## config.mk

```make
export PLATFORM = sky130hd
export DESIGN_NAME = irq_unit
export DESIGN_NICKNAME = d
export VERILOG_FILES = /design/src/design/irq_unit_pkg.sv /design/src/design/irq_unit.sv
export SDC_FILE = /design/constraint.sdc
export NUM_CORES = 1
export LEC_CHECK = 0
export BUFFER_PORTS_ARGS = -buffer_cell sky130_fd_sc_hd__buf_4
export CAP_MARGIN = 20
export CORE_UTILIZATION = 49
export CTS_CLUSTER_DIAMETER = 30
export DETAILED_ROUTE_END_ITERATION = 7
export PLACE_DENSITY = 0.86
export SLEW_MARGIN = 20
export SYNTH_ARGS = -nofsm -noshare
export SYNTH_HDL_FRONTEND = slang
export SYNTH_SLANG_ARGS = --single-unit
```

## constraint.sdc

```tcl
create_clock -name i_clk -period 3.2 [get_ports i_clk]
set_clock_uncertainty 0.05 [all_clocks]
set_input_delay 0.16 -clock i_clk [delete_from_list [all_inputs] [get_ports i_clk]]
set_output_delay 0.16 -clock i_clk [all_outputs]
set_load 0.1 [all_outputs]
```

## src/design/irq_unit_pkg.sv

```systemverilog
// Constants and types for the two-source interrupt unit
// Function
// - Starting any interrupt service clears the global enable.
// - Requests still set pending flags while the global enable is cleared.
// - Re-enabling global and source enable in a handler allows nesting.
// - No acknowledge while the return stack is full; wait for a return.
// - Acknowledge pushes only the program counter, then branches to vector.
// - Falling edge on the interrupt pin sets the external flag, bit 4.
// - External service calls 04H, clears its flag and the global enable.
// - Timer overflow sets the timer pending flag, bit 5.
// - Timer service calls 08H, clears its flag and the global enable.
// - Return-from-interrupt sets the global enable; plain return leaves it.
// - Requests between two phase-two pulses are serviced on the later pulse.
// - Simultaneous requests: external first, timer second.
// - Control bits: 0 global, 1 external, 2 timer enable; one enables.
// - Flags stay until serviced or cleared; service needs both enables.
// - Both sources can raise a wake-up out of power-down.
package irq_unit_pkg;
   localparam logic [5:0] CTRL_INDEX = 6'h0b;
   localparam logic [5:0] AXI_CTRL_ADDR = {CTRL_INDEX[3:0], 2'b00};
   localparam logic [5:0] AXI_STAT_ADDR = 6'h30;
   localparam logic [5:0] AXI_MASK_ADDR = 6'h34;
   localparam logic [5:0] AXI_STACK_ADDR = 6'h38;
   localparam int GIE_BIT = 0;
   localparam int EIE_BIT = 1;
   localparam int TIE_BIT = 2;
   localparam int EPEND_BIT = 4;
   localparam int TPEND_BIT = 5;
   localparam logic [7:0] CTRL_WMASK = 8'h37;
   localparam logic [7:0] CTRL_RESET = 8'h00;
   localparam logic [9:0] EXT_VECTOR = 10'h004;
   localparam logic [9:0] TMR_VECTOR = 10'h008;
   localparam logic [1:0] STACK_DEPTH = 2'h2;
   localparam logic [1:0] AXI_OKAY = 2'h0;
   localparam logic [1:0] AXI_SLVERR = 2'h2;
   localparam logic [1:0] EVT_W = 2'h2;
   typedef struct packed
   {
      logic valid;
      logic [9:0] vector;
   } ack_t;
endpackage

```

## src/design/irq_unit.sv

```systemverilog
// Two-source interrupt unit with AXI4-Lite register access
`timescale 1ns/1ps
module irq_unit
(
   input wire logic i_clk,
   input wire logic i_arst_n,
   input wire logic i_ext_irq_n,
   input wire logic i_timer_overflow,
   input wire logic i_phase_two_pulse,
   input wire logic i_return_from_irq_op,
   input wire logic i_plain_return_op,
   input wire logic i_call_op,
   input wire logic i_halted,
   input wire logic [5:0] i_awaddr,
   input wire logic i_awvalid,
   output logic o_awready,
   input wire logic [31:0] i_wdata,
   input wire logic [3:0] i_wstrb,
   input wire logic i_wvalid,
   output logic o_wready,
   output logic [1:0] o_bresp,
   output logic o_bvalid,
   input wire logic i_bready,
   input wire logic [5:0] i_araddr,
   input wire logic i_arvalid,
   output logic o_arready,
   output logic [31:0] o_rdata,
   output logic [1:0] o_rresp,
   output logic o_rvalid,
   input wire logic i_rready,
   output irq_unit_pkg::ack_t o_ack,
   output logic o_push_pc,
   output logic o_wake,
   output logic o_irq
);

////////////////////////////////////////////////////////////////////////////////
// Control register state and stack tracking
logic global_irq_enable;
logic ext_irq_enable;
logic timer_irq_enable;
logic ext_irq_pending;
logic timer_irq_pending;
logic [1:0] stack_level_index;
logic ext_pin_q;
logic ext_fall;
logic stack_full;
logic req_ext;
logic req_tmr;
logic service;
logic take_ext;
logic take_tmr;
logic [7:0] interrupt_control;
logic [1:0] evt_status;
logic [1:0] evt_mask;

// AXI write path
logic aw_held;
logic w_held;
logic [5:0] aw_addr;
logic [31:0] w_data;
logic [3:0] w_strb;
logic wr_go;
logic ctrl_wr;
logic [7:0] wr_byte;
logic [5:0] wr_addr;
logic wr_lane0;
logic stat_clr;

assign stack_full = (stack_level_index == irq_unit_pkg::STACK_DEPTH);
assign ext_fall = ext_pin_q & ~i_ext_irq_n;
assign req_ext = ext_irq_pending & ext_irq_enable;
assign req_tmr = timer_irq_pending & timer_irq_enable;
// Sampled on phase-two pulse only
assign service = i_phase_two_pulse & global_irq_enable & ~stack_full
   & (req_ext | req_tmr);
assign take_ext = service & req_ext;
assign take_tmr = service & ~req_ext;
assign interrupt_control = {2'b00, timer_irq_pending, ext_irq_pending,
   1'b0, timer_irq_enable, ext_irq_enable, global_irq_enable};
assign wr_go = (aw_held | i_awvalid) & (w_held | i_wvalid) & ~o_bvalid;
assign wr_addr = aw_held ? aw_addr : i_awaddr;
assign wr_lane0 = w_held ? w_strb[0] : i_wstrb[0];
assign ctrl_wr = wr_go & wr_lane0
   & (wr_addr == irq_unit_pkg::AXI_CTRL_ADDR);
assign stat_clr = wr_go & wr_lane0
   & (wr_addr == irq_unit_pkg::AXI_STAT_ADDR);
assign wr_byte = w_held ? w_data[7:0] : i_wdata[7:0];

////////////////////////////////////////////////////////////////////////////////
// Pin edge detection
always_ff @(posedge i_clk or negedge i_arst_n)
begin
   if (!i_arst_n)
      ext_pin_q <= 1'b1;
   else
      ext_pin_q <= i_ext_irq_n;
end

////////////////////////////////////////////////////////////////////////////////
// Enables
always_ff @(posedge i_clk or negedge i_arst_n)
begin
   if (!i_arst_n)
   begin
      global_irq_enable <= irq_unit_pkg::CTRL_RESET[irq_unit_pkg::GIE_BIT];
      ext_irq_enable <= irq_unit_pkg::CTRL_RESET[irq_unit_pkg::EIE_BIT];
      timer_irq_enable <= irq_unit_pkg::CTRL_RESET[irq_unit_pkg::TIE_BIT];
   end
   else
   begin
      if (ctrl_wr)
      begin
         ext_irq_enable <= wr_byte[irq_unit_pkg::EIE_BIT];
         timer_irq_enable <= wr_byte[irq_unit_pkg::TIE_BIT];
      end
      if (service)
         global_irq_enable <= 1'b0;
      else if (i_return_from_irq_op)
         global_irq_enable <= 1'b1;
      else if (ctrl_wr)
         global_irq_enable <= wr_byte[irq_unit_pkg::GIE_BIT];
   end
end

////////////////////////////////////////////////////////////////////////////////
// Pending flags: hardware set beats software clear
always_ff @(posedge i_clk or negedge i_arst_n)
begin
   if (!i_arst_n)
   begin
      ext_irq_pending <= irq_unit_pkg::CTRL_RESET[irq_unit_pkg::EPEND_BIT];
      timer_irq_pending <= irq_unit_pkg::CTRL_RESET[irq_unit_pkg::TPEND_BIT];
   end
   else
   begin
      if (ext_fall)
         ext_irq_pending <= 1'b1;
      else if (take_ext)
         ext_irq_pending <= 1'b0;
      else if (ctrl_wr)
         ext_irq_pending <= wr_byte[irq_unit_pkg::EPEND_BIT];
      if (i_timer_overflow)
         timer_irq_pending <= 1'b1;
      else if (take_tmr)
         timer_irq_pending <= 1'b0;
      else if (ctrl_wr)
         timer_irq_pending <= wr_byte[irq_unit_pkg::TPEND_BIT];
   end
end

////////////////////////////////////////////////////////////////////////////////
// Return stack level
always_ff @(posedge i_clk or negedge i_arst_n)
begin
   if (!i_arst_n)
      stack_level_index <= 2'h0;
   else if (service || (i_call_op && !stack_full))
      stack_level_index <= stack_level_index + 2'h1;
   else if ((i_return_from_irq_op || i_plain_return_op)
      && stack_level_index != 2'h0)
      stack_level_index <= stack_level_index - 2'h1;
end

////////////////////////////////////////////////////////////////////////////////
// Acknowledge outputs
always_ff @(posedge i_clk or negedge i_arst_n)
begin
   if (!i_arst_n)
   begin
      o_ack <= '0;
      o_push_pc <= 1'b0;
   end
   else
   begin
      o_ack.valid <= service;
      o_push_pc <= service;
      if (take_ext)
         o_ack.vector <= irq_unit_pkg::EXT_VECTOR;
      else if (take_tmr)
         o_ack.vector <= irq_unit_pkg::TMR_VECTOR;
   end
end

// Wake from power-down on a source event whose flag is not already pending
always_ff @(posedge i_clk or negedge i_arst_n)
begin
   if (!i_arst_n)
      o_wake <= 1'b0;
   else
      o_wake <= i_halted & ((ext_fall & ~ext_irq_pending)
         | (i_timer_overflow & ~timer_irq_pending));
end

////////////////////////////////////////////////////////////////////////////////
// Event status and mask: bit 0 external, bit 1 timer
always_ff @(posedge i_clk or negedge i_arst_n)
begin
   if (!i_arst_n)
   begin
      evt_status <= 2'h0;
      evt_mask <= 2'h0;
   end
   else
   begin
      evt_status <= {i_timer_overflow, ext_fall}
         | (evt_status & ~(stat_clr ? wr_byte[1:0] : 2'h0));
      if (wr_go && wr_lane0 && wr_addr == irq_unit_pkg::AXI_MASK_ADDR)
         evt_mask <= wr_byte[1:0];
   end
end

assign o_irq = |(evt_status & evt_mask);

////////////////////////////////////////////////////////////////////////////////
// AXI4-Lite write channel
assign o_awready = ~aw_held & ~o_bvalid;
assign o_wready = ~w_held & ~o_bvalid;

always_ff @(posedge i_clk or negedge i_arst_n)
begin
   if (!i_arst_n)
   begin
      aw_held <= 1'b0;
      w_held <= 1'b0;
      aw_addr <= 6'h00;
      w_data <= 32'h00000000;
      w_strb <= 4'h0;
      o_bvalid <= 1'b0;
      o_bresp <= irq_unit_pkg::AXI_OKAY;
   end
   else
   begin
      if (wr_go)
      begin
         aw_held <= 1'b0;
         w_held <= 1'b0;
         o_bvalid <= 1'b1;
         case (aw_held ? aw_addr : i_awaddr)
            irq_unit_pkg::AXI_CTRL_ADDR, irq_unit_pkg::AXI_STAT_ADDR,
            irq_unit_pkg::AXI_MASK_ADDR, irq_unit_pkg::AXI_STACK_ADDR:
               o_bresp <= irq_unit_pkg::AXI_OKAY;
            default:
               o_bresp <= irq_unit_pkg::AXI_SLVERR;
         endcase
      end
      else
      begin
         if (i_awvalid && o_awready)
         begin
            aw_held <= 1'b1;
            aw_addr <= i_awaddr;
         end
         if (i_wvalid && o_wready)
         begin
            w_held <= 1'b1;
            w_data <= i_wdata;
            w_strb <= i_wstrb;
         end
      end
      if (o_bvalid && i_bready)
         o_bvalid <= 1'b0;
   end
end

////////////////////////////////////////////////////////////////////////////////
// AXI4-Lite read channel
assign o_arready = ~o_rvalid;

always_ff @(posedge i_clk or negedge i_arst_n)
begin
   if (!i_arst_n)
   begin
      o_rvalid <= 1'b0;
      o_rdata <= 32'h00000000;
      o_rresp <= irq_unit_pkg::AXI_OKAY;
   end
   else if (i_arvalid && o_arready)
   begin
      o_rvalid <= 1'b1;
      o_rresp <= irq_unit_pkg::AXI_OKAY;
      case (i_araddr)
         irq_unit_pkg::AXI_CTRL_ADDR:
            o_rdata <= {24'h000000, interrupt_control};
         irq_unit_pkg::AXI_STAT_ADDR:
            o_rdata <= {30'h00000000, evt_status};
         irq_unit_pkg::AXI_MASK_ADDR:
            o_rdata <= {30'h00000000, evt_mask};
         irq_unit_pkg::AXI_STACK_ADDR:
            o_rdata <= {30'h00000000, stack_level_index};
         default:
         begin
            o_rdata <= 32'h00000000;
            o_rresp <= irq_unit_pkg::AXI_SLVERR;
         end
      endcase
   end
   else if (o_rvalid && i_rready)
      o_rvalid <= 1'b0;
end

////////////////////////////////////////////////////////////////////////////////
// Checks
chk_gie_cleared: assert property (@(posedge i_clk) disable iff (!i_arst_n)
   service |=> !global_irq_enable)
   else $error("global enable not cleared on service");
chk_pend_held: assert property (@(posedge i_clk) disable iff (!i_arst_n)
   (ext_fall && !global_irq_enable) |=> ext_irq_pending)
   else $error("pending lost while disabled");
chk_nest_ok: assert property (@(posedge i_clk) disable iff (!i_arst_n)
   (i_phase_two_pulse && global_irq_enable && req_ext && !stack_full)
   |=> o_ack.valid)
   else $error("enabled request not acknowledged");
chk_stack_block: assert property (@(posedge i_clk) disable iff (!i_arst_n)
   stack_full |=> !o_ack.valid)
   else $error("acknowledge while stack full");
chk_push_pair: assert property (@(posedge i_clk) disable iff (!i_arst_n)
   (o_ack.valid == o_push_pc)
   && (!o_push_pc || stack_level_index != 2'h0))
   else $error("push and acknowledge or stack level differ");
chk_ext_edge: assert property (@(posedge i_clk) disable iff (!i_arst_n)
   ($past(i_ext_irq_n) && !i_ext_irq_n) |=> interrupt_control[4])
   else $error("falling edge did not set flag");
chk_ext_vector: assert property (@(posedge i_clk) disable iff (!i_arst_n)
   (take_ext && !ext_fall) |=> o_ack.vector == 10'h004
   && !ext_irq_pending)
   else $error("external vector wrong");
chk_tmr_set: assert property (@(posedge i_clk) disable iff (!i_arst_n)
   i_timer_overflow |=> interrupt_control[5])
   else $error("overflow did not set flag");
chk_tmr_vector: assert property (@(posedge i_clk) disable iff (!i_arst_n)
   (take_tmr && !i_timer_overflow) |=> o_ack.vector == 10'h008
   && !timer_irq_pending)
   else $error("timer vector wrong");
chk_return_from_irq_op_sets: assert property (@(posedge i_clk) disable iff (!i_arst_n)
   (i_return_from_irq_op && !service) |=> global_irq_enable)
   else $error("return from interrupt left enable clear");
chk_pulse_only: assert property (@(posedge i_clk) disable iff (!i_arst_n)
   !$past(i_phase_two_pulse) |-> !o_ack.valid)
   else $error("service outside phase-two pulse");
chk_prio: assert property (@(posedge i_clk) disable iff (!i_arst_n)
   (service && req_ext && req_tmr) |=> o_ack.vector == 10'h004)
   else $error("priority wrong");
chk_zero_bits: assert property (@(posedge i_clk) disable iff (!i_arst_n)
   (i_arvalid && o_arready && i_araddr == irq_unit_pkg::AXI_CTRL_ADDR)
   |=> (o_rdata[31:6] == 26'h0000000 && o_rdata[3] == 1'b0))
   else $error("unused bits not zero");

endmodule

```

==> impl_metrics.ini, run 1 <==
[grt]
grt_pass1_vias = 1568
antenna_found_initial = 0
grt_usage_pct = 18.27
grt_overflow = 0
grt_pass1_wl_mm = 7.079
grt_max_degree = 40

[critical_path]
r2r-end = evt_mask[1]
crit_start = aw_held
critPathMaxStageDelay_ps = 620
timing.critical_path.cells = or4b_4 -> a21oi_4 -> nand3_2 -> mux2_4
crit_buf_inv = 0
r2r_start = aw_held
cp-start-kind = flip-flop
r2r_cells = 4
r2r_setup_slack_ps = 1100
criticalPathCategory = flip-flop to flip-flop
worst_path_max_delay_cell = or4b_4
cp-end-kind = flip-flop
path_delay_family = simple AND/OR/NAND/NOR gates
critPathMaxFanout = 12
required_ps = 3320
arrival_ps = 2220

[logic_synthesis]
ys_seq_area_share_pct = 43.32
yosys_warnings = 0
synth_top_family_by_area = simple AND/OR/NAND/NOR gates
synth_top_area_share_pct = 42.15
synth.area.mux_share_pct = 11.81
synth_area_um2 = 2256
synth_compound_area_share_pct = 11.92
ys_seq_elements = 39
synth_enable_flop_cells = 0
yosys.area.top_type = dfrtp_1
ys.flop_type = dfrtp_1
synth_cells = 210
synthXorXnorAreaFrac_pct = 0.7765
yosys.area_share.simple_pct = 17.97
async_reset_ff_share_pct = 100.0
synthAdderAreaFrac_pct = 0
ys_top_cells_by_area = dfrtp_1 (42%), buf_4 (13%), mux2_2 (8.5%)
synthDistinctLibCells = 51
synth_area_per_cell_um2 = 10.74

[floorplan]
die_area_um2 = 4879
die_w_um = 69.85
ios = 117
core_um2 = 4384
die_height_um = 69.85
initial_utilization_pct = 51.46
rows = 24

[run]
cap_violations = 0

[pwr]
ir_drop_mv = 0.4421
p_total_mw = 2.272
p_leak_nw = 1.240
powerDensity_nw_per_um2 = 867.6

[finish]
final_common_cell = buf_4
fillers = 363
final_cell_area_um2 = 2619
antenna_cells = 0
final_cell_count_no_fill = 315
drive_above_1_share_pct = 31.18
fin_nets = 326
layout_common_cells = buf_4 (49), dfrtp_1 (38), conb_1 (37)
final_util_pct = 59.73
synthToLayoutAreaGrowth_pct = 16.08

[routing]
ant_nets = 0
drcViolationCount = 0
firstDrtPassIters = 4
wl_per_cell_um = 13.38
drt_iter0_markers = 79
dr_total_vias = 1676
wl_mm = 4.216
viasPerCell = 5.321

[timing]
setup_tns_ps = 0
fin_crit_sh_pct = 65.58
finalHoldViolations = 0
tightest_slew_ps = 538.4
slew-limit-headroom_pct = 64.03
maxSlewViolCount = 0
final.min_clock_period_ps = 2099
setup_viol = 0
max_freq_mhz = 476.5
rsz0062_at_grt = no

[outcome]
status = finished, final reports clean

[clock_network]
cts_buffer_depth = 2
cts-root-buf = clkbuf_8
clk_latency_ps = 290
cts_resized = 0
path_clk_slew_ps = 60
htree_levels = 2
clock_sinks = 39
cts_buffers = 5
cts_hold_buf = 2
cts_tree = yes
postCtsSetupRepairBufs = 0

[min_path]
hold_depth = 2
min_to = o_bvalid
hold_start = i_bready
hold_path.class = input port to flip-flop

[placed_design]
dp_hpwl_mm = 3.180
dp.cells = 307
place_area_um2 = 2526
gp_congestion = 0.8085
portBuffers = 49
[worst max-delay path by stage]
stage	slack (ps)	end	cells past startpoint
floorplan	790	o_awready	1
global placement	1150	evt_mask[1]	4
detailed placement	1110	evt_mask[1]	4
CTS	1110	evt_mask[1]	4
global route	1030	evt_mask[1]	4
finish	1100	evt_mask[1]	4
[registers in the layout, indices dropped and copies added (netlist names), 2 cells and up]
register,cells
aw_addr,6
evt_mask,2
evt_status,2
o_ack,2
o_rdata,5
stack_level_index,2
w_data,5
[through the flow]
| step | setup slack, ps | hold slack (ps) |
|---|---|---|
| floorplan | 786.9 | -185.6 |
| global placement | 1151 | 103.8 |
| detailed placement | 1108 | 101.3 |
| CTS | 1107 | 6.491 |
| global route | 1028 | 7.849 |
| finish | 1101 | 7.009 |
[per-layer routing]
metal | vias to the layer above | GRT usage, % | part of all wire, %
met5 | - | 0 | 0
li1 | 793 | - | -
met3 | 8 | 3.608 | 4.9
met1 | 813 | 23.16 | 43
met4 | 0 | 8.222 | 1.8
met2 | 62 | 30.24 | 51
[area by class of cell]
class	count	area (um^2)	area share (%)
multi-input combinational	162	1097	41.90
sequential	39	977.2	37.31
timing repair buffer	51	387.9	14.81
clock buffer	6	72.57	2.771
tap	52	65.06	2.484
inverter	5	18.77	0.7167
[power by group]
group	total (mW)	internal (mW)	switching [mW]
clock	0.298	0.145	0.153
sequential	0.814	0.653	0.160
combinational	1.16	0.327	0.834
total	2.27	1.12	1.15
[cell families after synthesis]
group / Yosys count
XOR/XNOR: 2
multiplexers: 24
flip-flops: 39
buffers and inverters: 45
AO/OA/AOI/OAI: 35
AND/OR/NAND/NOR: 64
other: 1
[cell usage after synthesis, types with 3 or more instances]
| master | n |
|---|---|
| a21o_1 | 3 |
| a31oi_1 | 3 |
| and2_1 | 3 |
| buf_4 | 39 |
| dfrtp_1 | 38 |
| inv_1 | 5 |
| mux2_2 | 17 |
| mux2i_1 | 6 |
| nand2_1 | 15 |
| nand3_1 | 6 |
| nand3b_1 | 3 |
| nand4b_1 | 5 |
| nand4bb_1 | 3 |
| nor2_1 | 7 |
| nor2b_1 | 5 |
| nor3_1 | 3 |
| o21a_1 | 3 |
| o21ai_0 | 8 |
[worst reg2reg max path: cells and delay by family, from the launching register on]
family / cells / cell delay (ps)
compound gates: 1 / 320
mux: 1 / 320
simple gates: 2 / 780
flops: 1 / 510
No activity file was read; power rests on OpenSTA's default activity.
==> run 2, diff against run 1 <==
--- a/config.mk
+++ b/config.mk
@@ -5,12 +5,13 @@
 export SDC_FILE = /design/constraint.sdc
 export NUM_CORES = 1
 export LEC_CHECK = 0
+export ABC_AREA = 1
 export BUFFER_PORTS_ARGS = -buffer_cell sky130_fd_sc_hd__buf_4
 export CAP_MARGIN = 20
-export CORE_UTILIZATION = 49
+export CORE_UTILIZATION = 47
 export CTS_CLUSTER_DIAMETER = 30
 export DETAILED_ROUTE_END_ITERATION = 7
-export PLACE_DENSITY = 0.86
+export PLACE_DENSITY = 0.81
 export SLEW_MARGIN = 20
 export SYNTH_ARGS = -nofsm -noshare
 export SYNTH_HDL_FRONTEND = slang
==> constraint.sdc (replaced) <==
create_clock -name i_clk -period 1.95 [get_ports i_clk]
set_clock_uncertainty 0.05 [all_clocks]
set_input_delay 0.0975 -clock i_clk [delete_from_list [all_inputs] [get_ports i_clk]]
set_output_delay 0.0975 -clock i_clk [all_outputs]
set_load 0.1 [all_outputs]
==> impl_metrics.ini, run 2 <==
[outcome]
status = finished, final reports clean

[finish]
synthToLayoutAreaGrowth_pct = 19.32
final_cell_area_um2 = 2890
largest-register = aw_addr
fin_nets = 421
layout_common_cells = nand2_1 (70), buf_4 (50), inv_1 (38)
top_regs = aw_addr: 6 flops, o_rdata: 5 flops, w_data: 5 flops
drive_above_1_share_pct = 26.94
final_util_pct = 59.61
largest_reg_flops = 6
antenna_cells = 0
final_common_cell = nand2_1

[clock_network]
clock_sinks = 39
postCtsSetupRepairBufs = 0
cts-root-buf = clkbuf_8
cts_buffer_depth = 2
path_clk_slew_ps = 70
cts_tree = yes
cts_buffers = 5
clk_latency_ps = 290
htree_levels = 2

[floorplan]
ios = 117
core_um2 = 4848
die_height_um = 73.79
die_area_um2 = 5445
die_w_um = 73.79
initial_utilization_pct = 49.96
rows = 25

[timing]
max_freq_mhz = 621.4
finalHoldViolations = 0
setup_viol = 0
fin_crit_sh_pct = 82.53
setup_tns_ps = 0
slew-limit-headroom_pct = 63.84
timing.final.ws_setup_ps = 340.8
maxSlewViolCount = 0
final.min_clock_period_ps = 1609
rsz0062_at_grt = no
tightest_slew_ps = 536.7

[logic_synthesis]
ys_seq_area_share_pct = 40.34
synthDistinctLibCells = 34
async_reset_ff_share_pct = 100.0
yosys_warnings = 0
ys.flop_type = dfrtp_1
yosys.cell_count.top_type = nand2_1
yosys.area.top_type = dfrtp_1
synth_cells = 302
synth_top_area_share_pct = 39.26
synth_common_cells = nand2_1 (70), inv_1 (39), buf_4 (38), dfrtp_1 (38), nor2_1 (19)
synth_enable_flop_cells = 0
ys_top_cells_by_area = dfrtp_1 (39%), buf_4 (12%), nand2_1 (11%)
synth_area_um2 = 2422
ys_seq_elements = 39
synth_area_per_cell_um2 = 8.021

[run]
cap_violations = 0

[min_path]
hold_path.class = input port to flip-flop

[routing]
drcViolationCount = 0
dr_total_vias = 1902
drt_iter0_markers = 109
wl_per_cell_um = 10.35
firstDrtPassIters = 4
wl_mm = 4.421
ant_nets = 0
viasPerCell = 4.454

[placed_design]
place_area_um2 = 2723
dp_hpwl_mm = 3.377
gp_congestion = 0.8121
portBuffers = 49
pre_cts_ws_ps = 343.4

[critical_path]
cp-end-kind = flip-flop
worst_path_max_delay_cell = dfrtp_1
critPathMaxStageDelay_ps = 600
cp-start-kind = flip-flop
criticalPathCategory = flip-flop to flip-flop
path_delay_family = simple AND/OR/NAND/NOR gates
crit_buf_inv = 1
required_ps = 2060
critPathMaxFanout = 13
arrival_ps = 1720
timing.critical_path.cells = nor2_1 -> inv_1 -> nand2_2 -> nor2_8 -> nand3_4 -> nand2_1 -> nand3_1

[grt]
grt_max_degree = 40
grt_pass1_vias = 1691
grt_pass1_wl_mm = 7.327
grt_overflow = 0
grt_usage_pct = 17.51
antenna_found_initial = 0

[pwr]
p_total_mw = 3.938
ir_drop_mv = 0.7811
powerDensity_nw_per_um2 = 1362
p_leak_nw = 1.580
[run 2: cell types whose count changed in the layout (fill, tap and decap cells not counted), sizes merged, moves of 5 or more]
cell    change
inv        +35
mux2       -15
mux2i       -6
nand2      +69
nand3      +11
nand4       +6
nand4b      -5
nor2       +21
nor2b       -5
o21ai      +17
[run 2: worst paths after layout]
| check | from | to | slack (ps) | cells past startpoint |
|---|---|---|---|---|
| setup / recovery | w_held | ext_irq_pending | 340 | 7 |
| hold / removal | i_timer_overflow | evt_status[1] | 10 | 3 |
| setup reg to reg | w_held | ext_irq_pending | 340 | 7 |
| hold reg to reg | o_rdata[0] | o_rdata[0] | 440 | 2 |
| max in group asynchronous | i_arst_n | o_rvalid | 1210 | 2 |
| min in group asynchronous | i_arst_n | o_ack[3] | 260 | 2 |
[run 2: per-layer routing]
| layer | up-vias | wire [um] | GRT usage, % |
|---|---|---|---|
| li1 | 985 | - | - |
| met3 | 8 | 208 | 4.527 |
| met1 | 854 | 2055 | 22.78 |
| met4 | 0 | 61 | 5.556 |
| met2 | 55 | 2095 | 28.44 |
| met5 | - | 0 | 0 |
[run 2: power breakdown]
part           switching, mW  total (mW)  leakage, nW  internal (mW)
Sequential             0.211        1.25        0.483           1.04
Clock                  0.271       0.685       0.0612          0.414
Combinational           1.52        2.00         1.04          0.478
[run 2: cell families (layout without fill, tap and decap cells)]
logic type | after synthesis | count (layout) | synth area share [%]
compound gates | 36 | 36 | 8.471
xor+xnor | 1 | 1 | 0.3616
buf+inv | 82 | 104 | 19.47
flops | 39 | 39 | 40.34
mux | 3 | 3 | 1.395
other cells | 1 | 37 | 0.1548
simple gates | 140 | 140 | 29.80
[run 2: through the flow]
step | cells | hold WS (ps)
after global routing | 427 | 11.58
after floorplan | 338 | -248.1
after detailed placement | 414 | 48.96
after global placement | 414 | 45.15
final | 427 | 9.588
after CTS | 427 | 4.287
[run 2: repair_timing]
action,4_1_cts,5_1_grt
resized for setup,0,0
endpoints found under the hold margin,42,0
hold buffers,5,0
[run 2: area by class of cell]
cell class / count / area (um^2)
Inverter: 41 / 162.7
Sequential cell: 39 / 984.7
Clock buffer: 6 / 82.58
Multi-Input combinational cell: 217 / 1116
Timing Repair Buffer: 55 / 425.4
Fill cell: 444 / 1958
Clock inverter: 2 / 35.03
Tap cell: 67 / 83.83
[run 2: worst reg2reg max path, delay by kind of cell (launching register included)]
kind	cells	cell delay, ps
buf+inv	1	100
simple gates	6	740
flops	1	600
==> run 3, diff against run 2 <==
--- a/config.mk
+++ b/config.mk
@@ -8,10 +8,10 @@
 export ABC_AREA = 1
 export BUFFER_PORTS_ARGS = -buffer_cell sky130_fd_sc_hd__buf_4
 export CAP_MARGIN = 20
-export CORE_UTILIZATION = 47
+export CORE_UTILIZATION = 42
 export CTS_CLUSTER_DIAMETER = 30
 export DETAILED_ROUTE_END_ITERATION = 7
-export PLACE_DENSITY = 0.81
+export PLACE_DENSITY = 0.77
 export SLEW_MARGIN = 20
 export SYNTH_ARGS = -nofsm -noshare
 export SYNTH_HDL_FRONTEND = slang
==> constraint.sdc (replaced) <==
create_clock -name i_clk -period 1.35 [get_ports i_clk]
set_clock_uncertainty 0.05 [all_clocks]
set_input_delay 0.0675 -clock i_clk [delete_from_list [all_inputs] [get_ports i_clk]]
set_output_delay 0.0675 -clock i_clk [all_outputs]
set_load 0.1 [all_outputs]
==> impl_metrics.ini, run 3 (synthesized netlist as in run 2, its figures left out) <==
[finish]
antenna_cells = 0
final_util_pct = 57.86
fin_nets = 450
top_regs = aw_addr: 6 flops, o_rdata: 5 flops, w_data: 5 flops
largest-register = aw_addr
drive_above_1_share_pct = 33.68
final_common_cell = nand2_1
largest_reg_flops = 6
fillers = 539
final_cell_area_um2 = 3206
layout_common_cells = nand2_1 (67), buf_4 (65), inv_1 (37), conb_1 (37), dfrtp_1 (33)
synthToLayoutAreaGrowth_pct = 32.33

[routing]
ant_nets = 0
viasPerCell = 4.521
firstDrtPassIters = 4
dr_total_vias = 2084
drt_iter0_markers = 88
wl_met3_um = 265
wl_met1_mm = 2.110
top_layer = met4
routed-wl-met2_mm = 2.651
wl_per_cell_um = 11.07
wl_mm = 5.103
drcViolationCount = 0

[clock_network]
clock_sinks = 39
path_clk_slew_ps = 70
cts_buffer_depth = 2
clk_latency_ps = 290
htree_levels = 2
cts_tree = yes
cts_buffers = 5
cts-root-buf = clkbuf_8

[timing]
slew-limit-headroom_pct = 66.49
setup_viol = 12
final.min_clock_period_ps = 1391
rsz0062_at_grt = yes
maxSlewViolCount = 0
holdWs_ps = -5.061
timing.final.ws_setup_ps = -40.65
fin_crit_sh_pct = 103.0
tightest_slew_ps = 502.6
finalHoldViolations = 1
max_freq_mhz = 719.1

[floorplan]
initial_utilization_pct = 43.72
die_area_um2 = 6075
core_um2 = 5540
ios = 117
rows = 27
die_height_um = 77.95
die_w_um = 77.95

[critical_path]
crit_buf_inv = 2
critPathMaxFanout = 8
cp-end-kind = flip-flop
arrival_ps = 1520
worst_path_max_delay_cell = dfrtp_2
crit_top_cell = nand2_4
path_delay_family = simple AND/OR/NAND/NOR gates
timing.critical_path.cells = buf_6 -> inv_8 -> nand2_2 -> nand2_4 -> nand2_4 -> nor2_4 -> nand3_4 -> nand2_1 -> o21ai_1
critPathMaxStageDelay_ps = 440
required_ps = 1470
criticalPathCategory = flip-flop to flip-flop
cp-start-kind = flip-flop

[placed_design]
place_area_um2 = 2885
dp_hpwl_mm = 3.887
gp_congestion = 0.8092
portBuffers = 49
pre_cts_ws_ps = -134.2

[pwr]
seqPwrFrac_pct = 28.8
ir_drop_mv = 1.614
pwr-share-clk_pct = 12.5
switching_share_pct = 50.35
comb_power_share_pct = 58.7
p_leak_nw = 1.726
powerDensity_nw_per_um2 = 1904
power.switching_mw = 3.072
internal_power_mw = 3.030

[grt]
grt_pass1_wl_mm = 8.728
antenna_found_initial = 0
grt_pass1_vias = 2067
grt_usage_pct = 18.28
grt_overflow = 0
grt_max_degree = 40

[outcome]
violations = hold timing, setup timing
status = complete, but fails checks

[min_path]
hold_path.class = input port to flip-flop

[run]
cap_violations = 0
## run 3: changes by cell type in the layout (fill, tap and decap cells not counted), sizes merged
cell / before / now
bufinv: 1 / 0
buf: 50 / 72
dlygate4sd3: 5 / 12
clkbuf: 6 / 7
## run 3: power by group through the flow
stage	registers (mW)	clock network, mW	logic [mW]
floorplan	2.18	0	2.15
global placement	1.74	0	3.22
detailed placement	1.77	0	3.28
CTS	1.76	0.789	3.55
global route	1.81	0.844	3.83
finish	1.76	0.760	3.58
## run 3: layout make-up
type / count / area, um^2 / share of cell area [%]
sequential: 39 / 988.4 / 30.84
timing repair buffer: 84 / 704.4 / 21.98
clock buffer: 7 / 76.32 / 2.381
clock inverter: 1 / 5.005 / 0.1561
tap: 72 / 90.09 / 2.810
multi-input combinational: 217 / 1174 / 36.61
inverter: 41 / 167.7 / 5.230
## run 3: tightest hold or removal path: cells and delay by family
family / cells / cell delay, ps
buf+inv: 2 / 120
compound gates: 1 / 110
## run 3: repair_timing
action,CTS,global route
setup buffers,2,2
hold buffers,12,0
endpoints found under the hold margin,49,0
pin swaps,11,5
resized for setup,17,8
endpoints found under the setup margin,14,22
## run 3: path summary, 6_finish.rpt
check / startpoint / to / slack, ps / depth (start not counted)
min reg2reg: o_rresp[1] / o_rresp[1] / 440 / 2
max in group asynchronous: i_arst_n / o_bvalid / 600 / 2
min: i_awaddr[1] / aw_addr[1] / -5 / 3
min in group asynchronous: i_arst_n / o_rvalid / 250 / 2
max reg2reg: aw_held / ext_irq_enable / -40 / 9
max: aw_held / ext_irq_enable / -40 / 9
## run 3: per-layer routing
layer / vias up / track usage (%)
met4: 0 / 6.296
met3: 11 / 4.353
met2: 62 / 32.74
li1: 1052 / -
met1: 959 / 21.25
met5: - / 0
## run 3: metrics by stage
step,cells,setup TNS [ps],hold WS (ps),power (mW)
floorplan,338,-9899,-278.1,4.330
global placement,437,-441.7,16.79,4.962
detailed placement,437,-1051,21.36,5.050
CTS,459,-287.1,1.945,6.096
global route,461,-1631,0.8255,6.482
finish,461,-297.1,-5.061,6.102
